--- src/design/wdr_pkg.sv ---
package wdr_pkg;

   // ----------------------------------------------------------------
   // bus geometry
   // ----------------------------------------------------------------
   localparam int ADDR_W = 10;
   localparam int DATA_W = 32;
   localparam int IDX_W = 8;
   localparam int BE_W = 4;
   localparam logic [1:0] ADDR_ALIGN = 2'h0;

   // ----------------------------------------------------------------
   // register indices, byte address is four times the index
   // ----------------------------------------------------------------
   localparam logic [IDX_W-1:0] IDX_COMMAND = 8'hC0;
   localparam logic [IDX_W-1:0] IDX_CONTROL_HIGH = 8'hC1;
   localparam logic [IDX_W-1:0] IDX_COUNT_HIGH = 8'hC2;
   localparam logic [IDX_W-1:0] IDX_COUNT_LOW = 8'hC3;
   localparam logic [IDX_W-1:0] IDX_FLAGS = 8'hC4;
   localparam logic [IDX_W-1:0] IDX_IRQ_STATUS = 8'hC5;
   localparam logic [IDX_W-1:0] IDX_IRQ_CLEAR = 8'hC6;
   localparam logic [IDX_W-1:0] IDX_IRQ_ENABLE = 8'hC7;

   // ----------------------------------------------------------------
   // field layout
   // ----------------------------------------------------------------
   localparam int CMD_RELOAD_BIT = 0;
   localparam int CMD_STOP_BIT = 1;
   localparam int CTRL_DISABLE_BIT = 0;
   localparam int SEL_LSB = 4;
   localparam int SEL_W = 3;
   localparam logic [SEL_W-1:0] SEL_RESET = 3'h7;
   localparam int FLAG_W = 2;
   localparam int FLAG_SREC_BIT = 0;
   localparam int FLAG_SUP_BIT = 1;
   localparam int IRQ_W = 2;
   localparam int IRQ_TIMEOUT_BIT = 0;
   localparam int IRQ_STOP_BIT = 1;

   // ----------------------------------------------------------------
   // counter and prescaler
   // ----------------------------------------------------------------
   localparam int PRESCALE_W = 6;
   localparam logic [PRESCALE_W-1:0] PRESCALE_LAST = 6'h3F;
   localparam int COUNT_W = 16;
   localparam int BYTE_W = 8;
   localparam logic [COUNT_W-1:0] COUNT_MAX = 16'hFFFF;
   localparam logic [COUNT_W-1:0] COUNT_ONE = 16'h0001;
   localparam logic [COUNT_W-SEL_W-1:0] SEL_FILL = 13'h1FFF;
   localparam logic [COUNT_W-1:0] VECTOR_ADDR = 16'h0020;

   typedef enum logic [0:0] {WDR_RUN, WDR_STOP} wdr_mode_e;

   // reload value chosen by the timeout select field
   function automatic logic [COUNT_W-1:0] wdr_init_value(input logic [SEL_W-1:0] sel);
      wdr_init_value = {sel, SEL_FILL};
   endfunction

endpackage

--- src/design/wdr_prescale.sv ---
`timescale 1ns/1ps
module wdr_prescale
   import wdr_pkg::*;
(
   // clock and reset
   input wire logic clk_in,
   input wire logic rstn_in,
   // control
   input wire logic run_in,
   input wire logic restart_in,
   // enable pulse
   output logic tick_out
);

   // ----------------------------------------------------------------
   // divide by sixty-four
   // ----------------------------------------------------------------
   logic [PRESCALE_W-1:0] div_reg;
   logic [PRESCALE_W-1:0] gap_reg;
   logic seen_reg;

   // phase counter, frozen while not running
   always_ff @(posedge clk_in or negedge rstn_in)
   begin
      if (!rstn_in)
      begin
         div_reg <= '0;
         tick_out <= 1'b0;
      end
      else if (restart_in)
      begin
         div_reg <= '0;
         tick_out <= 1'b0;
      end
      else
      begin
         if (run_in)
         begin
            div_reg <= div_reg + 1'b1;
         end
         tick_out <= run_in && (div_reg == PRESCALE_LAST);
      end
   end

   // helper for the spacing check
   always_ff @(posedge clk_in or negedge rstn_in)
   begin
      if (!rstn_in)
      begin
         gap_reg <= '0;
         seen_reg <= 1'b0;
      end
      else if (restart_in || !run_in)
      begin
         gap_reg <= '0;
         seen_reg <= 1'b0;
      end
      else if (tick_out)
      begin
         gap_reg <= '0;
         seen_reg <= 1'b1;
      end
      else
      begin
         gap_reg <= gap_reg + 1'b1;
      end
   end

   property p_tick_spacing;
      @(posedge clk_in) disable iff (!rstn_in)
      (tick_out && seen_reg && run_in && !restart_in) |-> (gap_reg == PRESCALE_LAST);
   endproperty
   a_tick_spacing: assert property (p_tick_spacing) else $error("tick spacing is not 64 cycles");

endmodule

--- src/design/wdr_top.sv ---
// The Avalon-MM interface to the registers was decided locally.
`timescale 1ns/1ps
module wdr_top
   import wdr_pkg::*;
(
   // clock and reset
   input wire logic clk_in,
   input wire logic rstn_in,
   // avalon-mm slave
   input wire logic [ADDR_W-1:0] avs_address_in,
   input wire logic avs_read_in,
   input wire logic avs_write_in,
   input wire logic [DATA_W-1:0] avs_writedata_in,
   input wire logic [BE_W-1:0] avs_byteenable_in,
   output logic [DATA_W-1:0] avs_readdata_out,
   output logic avs_waitrequest_out,
   // device events
   input wire logic reset_pin_in,
   input wire logic stop_wake_in,
   // core side
   output logic vector_load_out,
   output logic [COUNT_W-1:0] vector_addr_out,
   output logic sup_reset_out,
   output logic stop_mode_out,
   output logic irq_out
);

   // ----------------------------------------------------------------
   // declarations
   // ----------------------------------------------------------------
   wdr_mode_e mode_reg;
   wdr_mode_e mode_next;
   logic [COUNT_W-1:0] count_reg;
   logic [SEL_W-1:0] sel_reg;
   logic sup_en_reg;
   logic window_reg;
   logic [FLAG_W-1:0] flags_reg;
   logic [IRQ_W-1:0] irq_status_reg;
   logic [IRQ_W-1:0] irq_enable_reg;
   logic [DATA_W-1:0] rd_mux;
   logic req;
   logic acc;
   logic wr_acc;
   logic be0;
   logic tick;
   logic running;
   logic timeout;
   logic reload_cmd;
   logic stop_cmd;
   logic ctrl_wr;
   logic flag_wr;
   logic irq_clr_wr;
   logic irq_en_wr;

   // address match on an aligned word
   function automatic logic wdr_hit(input logic [ADDR_W-1:0] addr, input logic [IDX_W-1:0] idx);
      wdr_hit = (addr[ADDR_W-1:2] == idx) && (addr[1:0] == ADDR_ALIGN);
   endfunction

   // ----------------------------------------------------------------
   // bus handshake
   // ----------------------------------------------------------------

   // request is taken on the cycle waitrequest is low
   assign req = avs_read_in || avs_write_in;
   assign acc = req && !avs_waitrequest_out;
   assign wr_acc = acc && avs_write_in;
   assign be0 = avs_byteenable_in[0];

   // one wait cycle per access
   always_ff @(posedge clk_in or negedge rstn_in)
   begin
      if (!rstn_in)
      begin
         avs_waitrequest_out <= 1'b1;
      end
      else
      begin
         avs_waitrequest_out <= !(req && avs_waitrequest_out);
      end
   end

   // read mux, unmapped reads give zero
   always_comb
   begin
      rd_mux = '0;
      if (wdr_hit(avs_address_in, IDX_CONTROL_HIGH))
      begin
         rd_mux[SEL_LSB +: SEL_W] = sel_reg;
         rd_mux[CTRL_DISABLE_BIT] = !sup_en_reg;
      end
      else if (wdr_hit(avs_address_in, IDX_COUNT_HIGH))
      begin
         rd_mux[BYTE_W-1:0] = count_reg[COUNT_W-1:BYTE_W];
      end
      else if (wdr_hit(avs_address_in, IDX_COUNT_LOW))
      begin
         rd_mux[BYTE_W-1:0] = count_reg[BYTE_W-1:0];
      end
      else if (wdr_hit(avs_address_in, IDX_FLAGS))
      begin
         rd_mux[FLAG_W-1:0] = flags_reg;
      end
      else if (wdr_hit(avs_address_in, IDX_IRQ_STATUS))
      begin
         rd_mux[IRQ_W-1:0] = irq_status_reg;
      end
      else if (wdr_hit(avs_address_in, IDX_IRQ_ENABLE))
      begin
         rd_mux[IRQ_W-1:0] = irq_enable_reg;
      end
      else
      begin
         rd_mux = '0;
      end
   end

   // read data captured during the wait cycle
   always_ff @(posedge clk_in or negedge rstn_in)
   begin
      if (!rstn_in)
      begin
         avs_readdata_out <= '0;
      end
      else if (avs_read_in && avs_waitrequest_out)
      begin
         avs_readdata_out <= rd_mux;
      end
   end

   // write strobes
   // reload only in run mode, so stop mode keeps the count frozen
   assign reload_cmd = wr_acc && be0 && wdr_hit(avs_address_in, IDX_COMMAND) && avs_writedata_in[CMD_RELOAD_BIT]
                       && (mode_reg == WDR_RUN);
   assign stop_cmd = wr_acc && be0 && wdr_hit(avs_address_in, IDX_COMMAND) && avs_writedata_in[CMD_STOP_BIT]
                     && (mode_reg == WDR_RUN);
   assign ctrl_wr = wr_acc && be0 && wdr_hit(avs_address_in, IDX_CONTROL_HIGH);
   assign flag_wr = wr_acc && be0 && wdr_hit(avs_address_in, IDX_FLAGS);
   assign irq_clr_wr = wr_acc && be0 && wdr_hit(avs_address_in, IDX_IRQ_CLEAR);
   assign irq_en_wr = wr_acc && be0 && wdr_hit(avs_address_in, IDX_IRQ_ENABLE);

   // ----------------------------------------------------------------
   // mode and control
   // ----------------------------------------------------------------

   // run or stop
   always_comb
   begin
      mode_next = mode_reg;
      case (mode_reg)
         WDR_RUN:
         begin
            if (stop_cmd && !reset_pin_in)
            begin
               mode_next = WDR_STOP;
            end
         end
         WDR_STOP:
         begin
            if (stop_wake_in || reset_pin_in)
            begin
               mode_next = WDR_RUN;
            end
         end
         default:
         begin
            mode_next = WDR_RUN;
         end
      endcase
   end

   // mode register and its output copy
   always_ff @(posedge clk_in or negedge rstn_in)
   begin
      if (!rstn_in)
      begin
         mode_reg <= WDR_RUN;
         stop_mode_out <= 1'b0;
      end
      else
      begin
         mode_reg <= mode_next;
         stop_mode_out <= (mode_next == WDR_STOP);
      end
   end

   // control: select and enable, first access window
   always_ff @(posedge clk_in or negedge rstn_in)
   begin
      if (!rstn_in)
      begin
         sel_reg <= SEL_RESET;
         sup_en_reg <= 1'b1;
         window_reg <= 1'b1;
      end
      else if (reset_pin_in)
      begin
         sel_reg <= SEL_RESET;
         sup_en_reg <= 1'b1;
         window_reg <= 1'b1;
      end
      else
      begin
         if (ctrl_wr)
         begin
            sel_reg <= avs_writedata_in[SEL_LSB +: SEL_W];
         end
         if (ctrl_wr && window_reg && avs_writedata_in[CTRL_DISABLE_BIT])
         begin
            sup_en_reg <= 1'b0;
         end
         if (acc)
         begin
            window_reg <= 1'b0;
         end
      end
   end

   property p_enable_locked;
      @(posedge clk_in) disable iff (!rstn_in)
      (!window_reg && !reset_pin_in) |=> $stable(sup_en_reg);
   endproperty
   a_enable_locked: assert property (p_enable_locked) else $error("enable changed after first access");

   // ----------------------------------------------------------------
   // supervision counter
   // ----------------------------------------------------------------

   assign running = sup_en_reg && (mode_reg == WDR_RUN);

   wdr_prescale u_prescale (
      .clk_in(clk_in),
      .rstn_in(rstn_in),
      .run_in(running),
      .restart_in(reset_pin_in),
      .tick_out(tick)
   );

   // terminal when next value is zero
   assign timeout = tick && running && (count_reg == COUNT_ONE);

   // down counter
   always_ff @(posedge clk_in or negedge rstn_in)
   begin
      if (!rstn_in)
      begin
         count_reg <= COUNT_MAX;
      end
      else if (reset_pin_in)
      begin
         count_reg <= COUNT_MAX;
      end
      else if (timeout || reload_cmd || (stop_wake_in && mode_reg == WDR_STOP))
      begin
         count_reg <= wdr_init_value(sel_reg);
      end
      else if (tick && running)
      begin
         count_reg <= count_reg - 1'b1;
      end
   end

   // timeout outputs
   always_ff @(posedge clk_in or negedge rstn_in)
   begin
      if (!rstn_in)
      begin
         vector_load_out <= 1'b0;
         vector_addr_out <= '0;
         sup_reset_out <= 1'b0;
      end
      else
      begin
         vector_load_out <= timeout;
         vector_addr_out <= VECTOR_ADDR;
         sup_reset_out <= timeout;
      end
   end

   property p_timeout_vector;
      @(posedge clk_in) disable iff (!rstn_in)
      timeout |=> (vector_load_out && sup_reset_out && vector_addr_out == VECTOR_ADDR);
   endproperty
   a_timeout_vector: assert property (p_timeout_vector) else $error("timeout gave no vector");

   property p_timeout_priority;
      @(posedge clk_in) disable iff (!rstn_in)
      (timeout && reload_cmd) |=> (sup_reset_out && flags_reg[FLAG_SUP_BIT]);
   endproperty
   a_timeout_priority: assert property (p_timeout_priority) else $error("reload masked a timeout");

   property p_reload_value;
      @(posedge clk_in) disable iff (!rstn_in)
      (reload_cmd && !reset_pin_in) |=> (count_reg == wdr_init_value($past(sel_reg)));
   endproperty
   a_reload_value: assert property (p_reload_value) else $error("reload loaded wrong value");

   property p_count_step;
      @(posedge clk_in) disable iff (!rstn_in)
      (tick && running && !timeout && !reload_cmd && !reset_pin_in) |=> (count_reg == $past(count_reg) - 1'b1);
   endproperty
   a_count_step: assert property (p_count_step) else $error("counter did not step down");

   property p_stop_frozen;
      @(posedge clk_in) disable iff (!rstn_in)
      (mode_reg == WDR_STOP && !stop_wake_in && !reset_pin_in) |=> $stable(count_reg);
   endproperty
   a_stop_frozen: assert property (p_stop_frozen) else $error("counter moved in stop mode");

   // ----------------------------------------------------------------
   // reset source flags
   // ----------------------------------------------------------------

   // set wins over clear; write one to clear
   always_ff @(posedge clk_in or negedge rstn_in)
   begin
      if (!rstn_in)
      begin
         flags_reg <= '0;
      end
      else
      begin
         flags_reg[FLAG_SUP_BIT] <= timeout || (flags_reg[FLAG_SUP_BIT] && !reset_pin_in
                                    && !(flag_wr && avs_writedata_in[FLAG_SUP_BIT]));
         flags_reg[FLAG_SREC_BIT] <= stop_cmd || (flags_reg[FLAG_SREC_BIT] && !reset_pin_in
                                     && !(flag_wr && avs_writedata_in[FLAG_SREC_BIT]));
      end
   end

   property p_pin_clears;
      @(posedge clk_in) disable iff (!rstn_in)
      (reset_pin_in && !timeout && !stop_cmd) |=> (flags_reg == '0);
   endproperty
   a_pin_clears: assert property (p_pin_clears) else $error("pin reset left a flag set");

   property p_stop_sets;
      @(posedge clk_in) disable iff (!rstn_in)
      (stop_cmd && !reset_pin_in) |=> (flags_reg[FLAG_SREC_BIT] && mode_reg == WDR_STOP && stop_mode_out);
   endproperty
   a_stop_sets: assert property (p_stop_sets) else $error("stop did not set recovery flag");

   property p_read_keeps;
      @(posedge clk_in) disable iff (!rstn_in)
      (acc && avs_read_in && !timeout && !stop_cmd && !reset_pin_in) |=> $stable(flags_reg);
   endproperty
   a_read_keeps: assert property (p_read_keeps) else $error("read changed the flags");

   // ----------------------------------------------------------------
   // interrupt
   // ----------------------------------------------------------------

   // sticky status, enable, level output
   always_ff @(posedge clk_in or negedge rstn_in)
   begin
      if (!rstn_in)
      begin
         irq_status_reg <= '0;
         irq_enable_reg <= '0;
         irq_out <= 1'b0;
      end
      else
      begin
         irq_status_reg[IRQ_TIMEOUT_BIT] <= timeout || (irq_status_reg[IRQ_TIMEOUT_BIT]
                                            && !(irq_clr_wr && avs_writedata_in[IRQ_TIMEOUT_BIT]));
         irq_status_reg[IRQ_STOP_BIT] <= stop_cmd || (irq_status_reg[IRQ_STOP_BIT]
                                         && !(irq_clr_wr && avs_writedata_in[IRQ_STOP_BIT]));
         if (irq_en_wr)
         begin
            irq_enable_reg <= avs_writedata_in[IRQ_W-1:0];
         end
         irq_out <= |(irq_status_reg & irq_enable_reg);
      end
   end

endmodule

--- config.mk ---
export PLATFORM = sky130hd
export DESIGN_NAME = wdr_top
export DESIGN_NICKNAME = d
export VERILOG_FILES = /design/src/design/wdr_pkg.sv /design/src/design/wdr_prescale.sv /design/src/design/wdr_top.sv
export SDC_FILE = /design/constraint.sdc
export NUM_CORES = 1
export LEC_CHECK = 0
export BUFFER_PORTS_ARGS = -buffer_cell sky130_fd_sc_hd__buf_2
export CAP_MARGIN = 20
export CORE_ASPECT_RATIO = 1.1
export CORE_MARGIN = 2
export CORE_UTILIZATION = 40
export CTS_CLUSTER_SIZE = 16
export DETAILED_ROUTE_END_ITERATION = 12
export GPL_TIMING_DRIVEN = 0
export PLACE_DENSITY = 0.67
export SLEW_MARGIN = 20
export SYNTH_ARGS = -nofsm -noshare
export SYNTH_HDL_FRONTEND = slang
export SYNTH_HIERARCHICAL = 1
export SYNTH_SLANG_ARGS = --single-unit
--- constraint.sdc ---
create_clock -name clk_in -period 2.55 [get_ports clk_in]
set_input_delay 0.1275 -clock clk_in [delete_from_list [all_inputs] [get_ports clk_in]]
set_output_delay 0.1275 -clock clk_in [all_outputs]
set_load 0.005 [all_outputs]
==> summary.md <==
| Metric | Value |
|---|---|
| Outcome | `finished clean` |
| Synthesized flop and latch total | `47` |
| Die footprint | `7620 sq um` |
| Die width | `around 83 um` |
| Min cycle time layout | `2.10 ns` |
| WHS Endpoint | `avs_waitrequest_out$_DFF_PN1_` |
| Final HPWL from detailed placement | `around 4300 um` |
| Reg2Reg Depth | `7` |
| Slew headroom | `between 60% and 70%` |
| Clk sinks | `between 40 and 50` |
| Final Skew | `roughly 0.0097 ns` |
| Final hold vios | `0` |
| 1st-pass router iterations | `5` |
| Max Slew Vio Count | `0` |
| Crit path DAT | `between 2 and 2.5 ns` |
| Worst R2R End | `count_reg[2]$_DFFE_PN1P_` |
| Initial antenna violation count | `0` |
| Hold crit path type | `in -> reg` |
| Vias in the first global route | `roughly 2000` |
| Clk buf depth | `2` |
| HP Start | `avs_write_in` |
| Largest delay contributor family on the critical path | `simple AND/OR/NAND/NOR gates` |
| Hold Crit Depth | `2` |
| Crit-path max FO | `10` |
| Area of the core | `~6600 sq um` |
| Post-place setup slack | `0.456 ns` |
| Clk_lat worst skew | `roughly 0.30 ns` |
| PwrDens | `roughly 430 nW/um^2` |
| Period utilization | `between 80% and 90%` |
| Antenna Nets Post-Route | `0` |
| DIE HEIGHT | `between 90 and 100 um` |
| Largest net degree at the start of global routing | `between 40 and 50` |
| First-pass GRT wire length | `about 10000 um` |
| Worst-margin pin slew | `slightly below 0.6 ns` |
| Mean post-synth cell area | `9.81 sq um` |
| CTS root buffer | `clkbuf_8` |
| I/O Pins | `~110` |
| Initial drt markers | `169` |
| CP Launch Type | `register` |
| Initial core utilization | `between 40% and 50%` |
| Gr ovfl total | `0` |
| Fmax | `~0.48 GHz` |
| Flop2flop setup slack | `about 0.45 ns` |
| Clk pin slew, worst setup/hold paths | `roughly 0.09 ns` |
| WS Path Type | `reg -> reg` |
| Crit. End Element | `register` |
| CP cell instances | `or4_4 > or3_4 > or2_4 > inv_6 > nor3_2 > buf_6 > nand2_1` |
| Setup TNS | `0 ns` |
| Worst r2r src | `count_reg[5]$_DFFE_PN1P_` |
| Max incr delay on CP | `around 0.54 ns` |
| Peak supply drop | `around 200 uV` |
| Buffers and inverters on the worst path | `2` |
| Max FFs per register | `16` |
| Antenna Cells | `0` |
| DR DRC count | `0` |
| PortBufs | `33` |
| Lkg Pwr | `about 0.0016 uW` |
| Hold_ws | `about 0.013 ns` |
| DR WL/cell | `about 13 um` |
| Fraction of layout instances using a drive strength above 1 | `34.2%` |
| Synth Warn # | `6` |
| CTS tree | `done` |
| Number of synthesized flops with an enable pin | `0` |
| Crit path depth | `7` |
| Slowest CP cell | `or4_4` |
| Nets | `roughly 420` |
| Inserted Clock Buffers | `5` |
| Setup ws final | `~0.45 ns` |
| Vias per std cell | `4.86` |
| GPL Wtd Cong | `about 0.85` |
| Netlist cell types | `55` |
| Async SR Flop Fraction | `100%` |
| Post-Syn Area | `approximately 2800 sq um` |
| Cells after synthesis | `between 200 and 300` |
| RSZ-0062 raised after global routing | `false` |
| Final wirelength | `between 5000 and 6000 um` |
| Post-CTS setup buffer count | `0` |
| CTS H-tree depth | `2` |
| Layout Area Growth over Synthesis | `19.0%` |
| Overall routing resource usage | `15.8%` |
| Setup-failing EPs final | `0` |
| Register area share after synthesis | `43.4%` |
| Max Cap Viol | `0` |
| Rows | `31` |
| Via count | `2161` |
| Top FF cell, synth | `dfrtp_1` |
| Worst EP required | `around 2.8 ns` |
final cells by class:
cell class                      instances  area [sq um]
Buffer                                 49           343
Clock buffer                            7          96.3
Clock inverter                          1          7.51
Fill cell                             651          3330
Inverter                                6          27.5
Multi-Input combinational cell        219          1340
Sequential cell                        47          1200
Tap cell                               82           103
Timing Repair Buffer                   34           178
report_power, final:
group          internal, uW  total [uW]  switching (uW)
Sequential              758         766            7.78
Combinational          76.0         161            85.3
Clock                   247         497             250
cell families after synthesis:
kind of cell             count (synthesis)  share of synthesized area (%)
multiplexers                            14                           5.32
other                                    2                          0.271
AND/OR/NAND/NOR                        108                           21.6
buffers and inverters                   55                           13.3
adder cells (fa/ha/maj)                  3                           1.35
flip-flops                              47                           43.4
XOR/XNOR                                15                           4.73
AO/OA/AOI/OAI                           39                           10.1
what timing repair did:
item                                   in CTS  in global routing
hold buffers                                0                  1
endpoints found under the hold margin       0                 25
resized for setup                           0                  0
worst max path at each step:
stage / start / to
after CTS: count_reg[5]$_DFFE_PN1P_ / count_reg[2]$_DFFE_PN1P_
final: count_reg[5]$_DFFE_PN1P_ / count_reg[2]$_DFFE_PN1P_
after floorplan: count_reg[5]$_DFFE_PN1P_ / count_reg[7]$_DFFE_PN1P_
after global routing: mode_reg$_DFF_PN0_ / count_reg[2]$_DFFE_PN1P_
after global placement: count_reg[5]$_DFFE_PN1P_ / count_reg[6]$_DFFE_PN1P_
after detailed placement: count_reg[5]$_DFFE_PN1P_ / count_reg[2]$_DFFE_PN1P_
cell usage after synthesis (6+ instances only):
library cell  number  area share, %
a22o_1             8            2.5
dfstp_2           22             21
nand3_1            9            1.6
dfrtp_1           25             23
buf_4             40             11
nand4_1            6            1.4
clkbuf_1           7           0.95
xor2_1             7            2.2
o21ai_0           13            2.3
mux2_2             6            2.4
mux2i_1            8            2.9
nand2_1           37            5.0
nor2_1            14            1.9
xnor2_1            8            2.5
nor3_1             9            1.6
cells in the final DEF (no fill, tap or decap), drive strengths merged, types with 4 or more instances in the layout:
master  count
a21oi       4
a22o        8
buf        75
clkbuf     14
conb       40
dfrtp      25
dfstp      22
inv         5
mux2        6
mux2i       8
nand2      38
nand3       9
nand4       6
nor2       14
nor3       10
nor4        6
o21ai      13
or3         4
xnor2       8
xor2        7
worst register-to-register path: cells and delay by family (launching register included):
family        cells  cell delay, ns
buf+inv           2            0.24
flops             1            0.41
simple gates      5            1.40
per-stage QoR:
stage / instance area, sq um / total power [uW] / instances / utilization [%]
after floorplan: 2920 / 884 / 321 / -
after global placement: 3190 / 935 / 436 / 48.0
after detailed placement: 3190 / 938 / 436 / 48.0
after CTS: 3290 / 1450 / 444 / 49.6
after global routing: 3300 / 1500 / 445 / 49.8
final: 3300 / 1420 / 445 / 49.8
metal layers:
layer | wire, um | vias to the layer above | track usage (%)
li1 | - | 1074 | -
met1 | 2450 | 993 | 20.4
met2 | 2800 | 85 | 26.1
met3 | 365 | 9 | 3.09
met4 | 121 | 0 | 6.18
met5 | 0 | - | 0
Note: power is estimated with default switching activity, not from simulation.
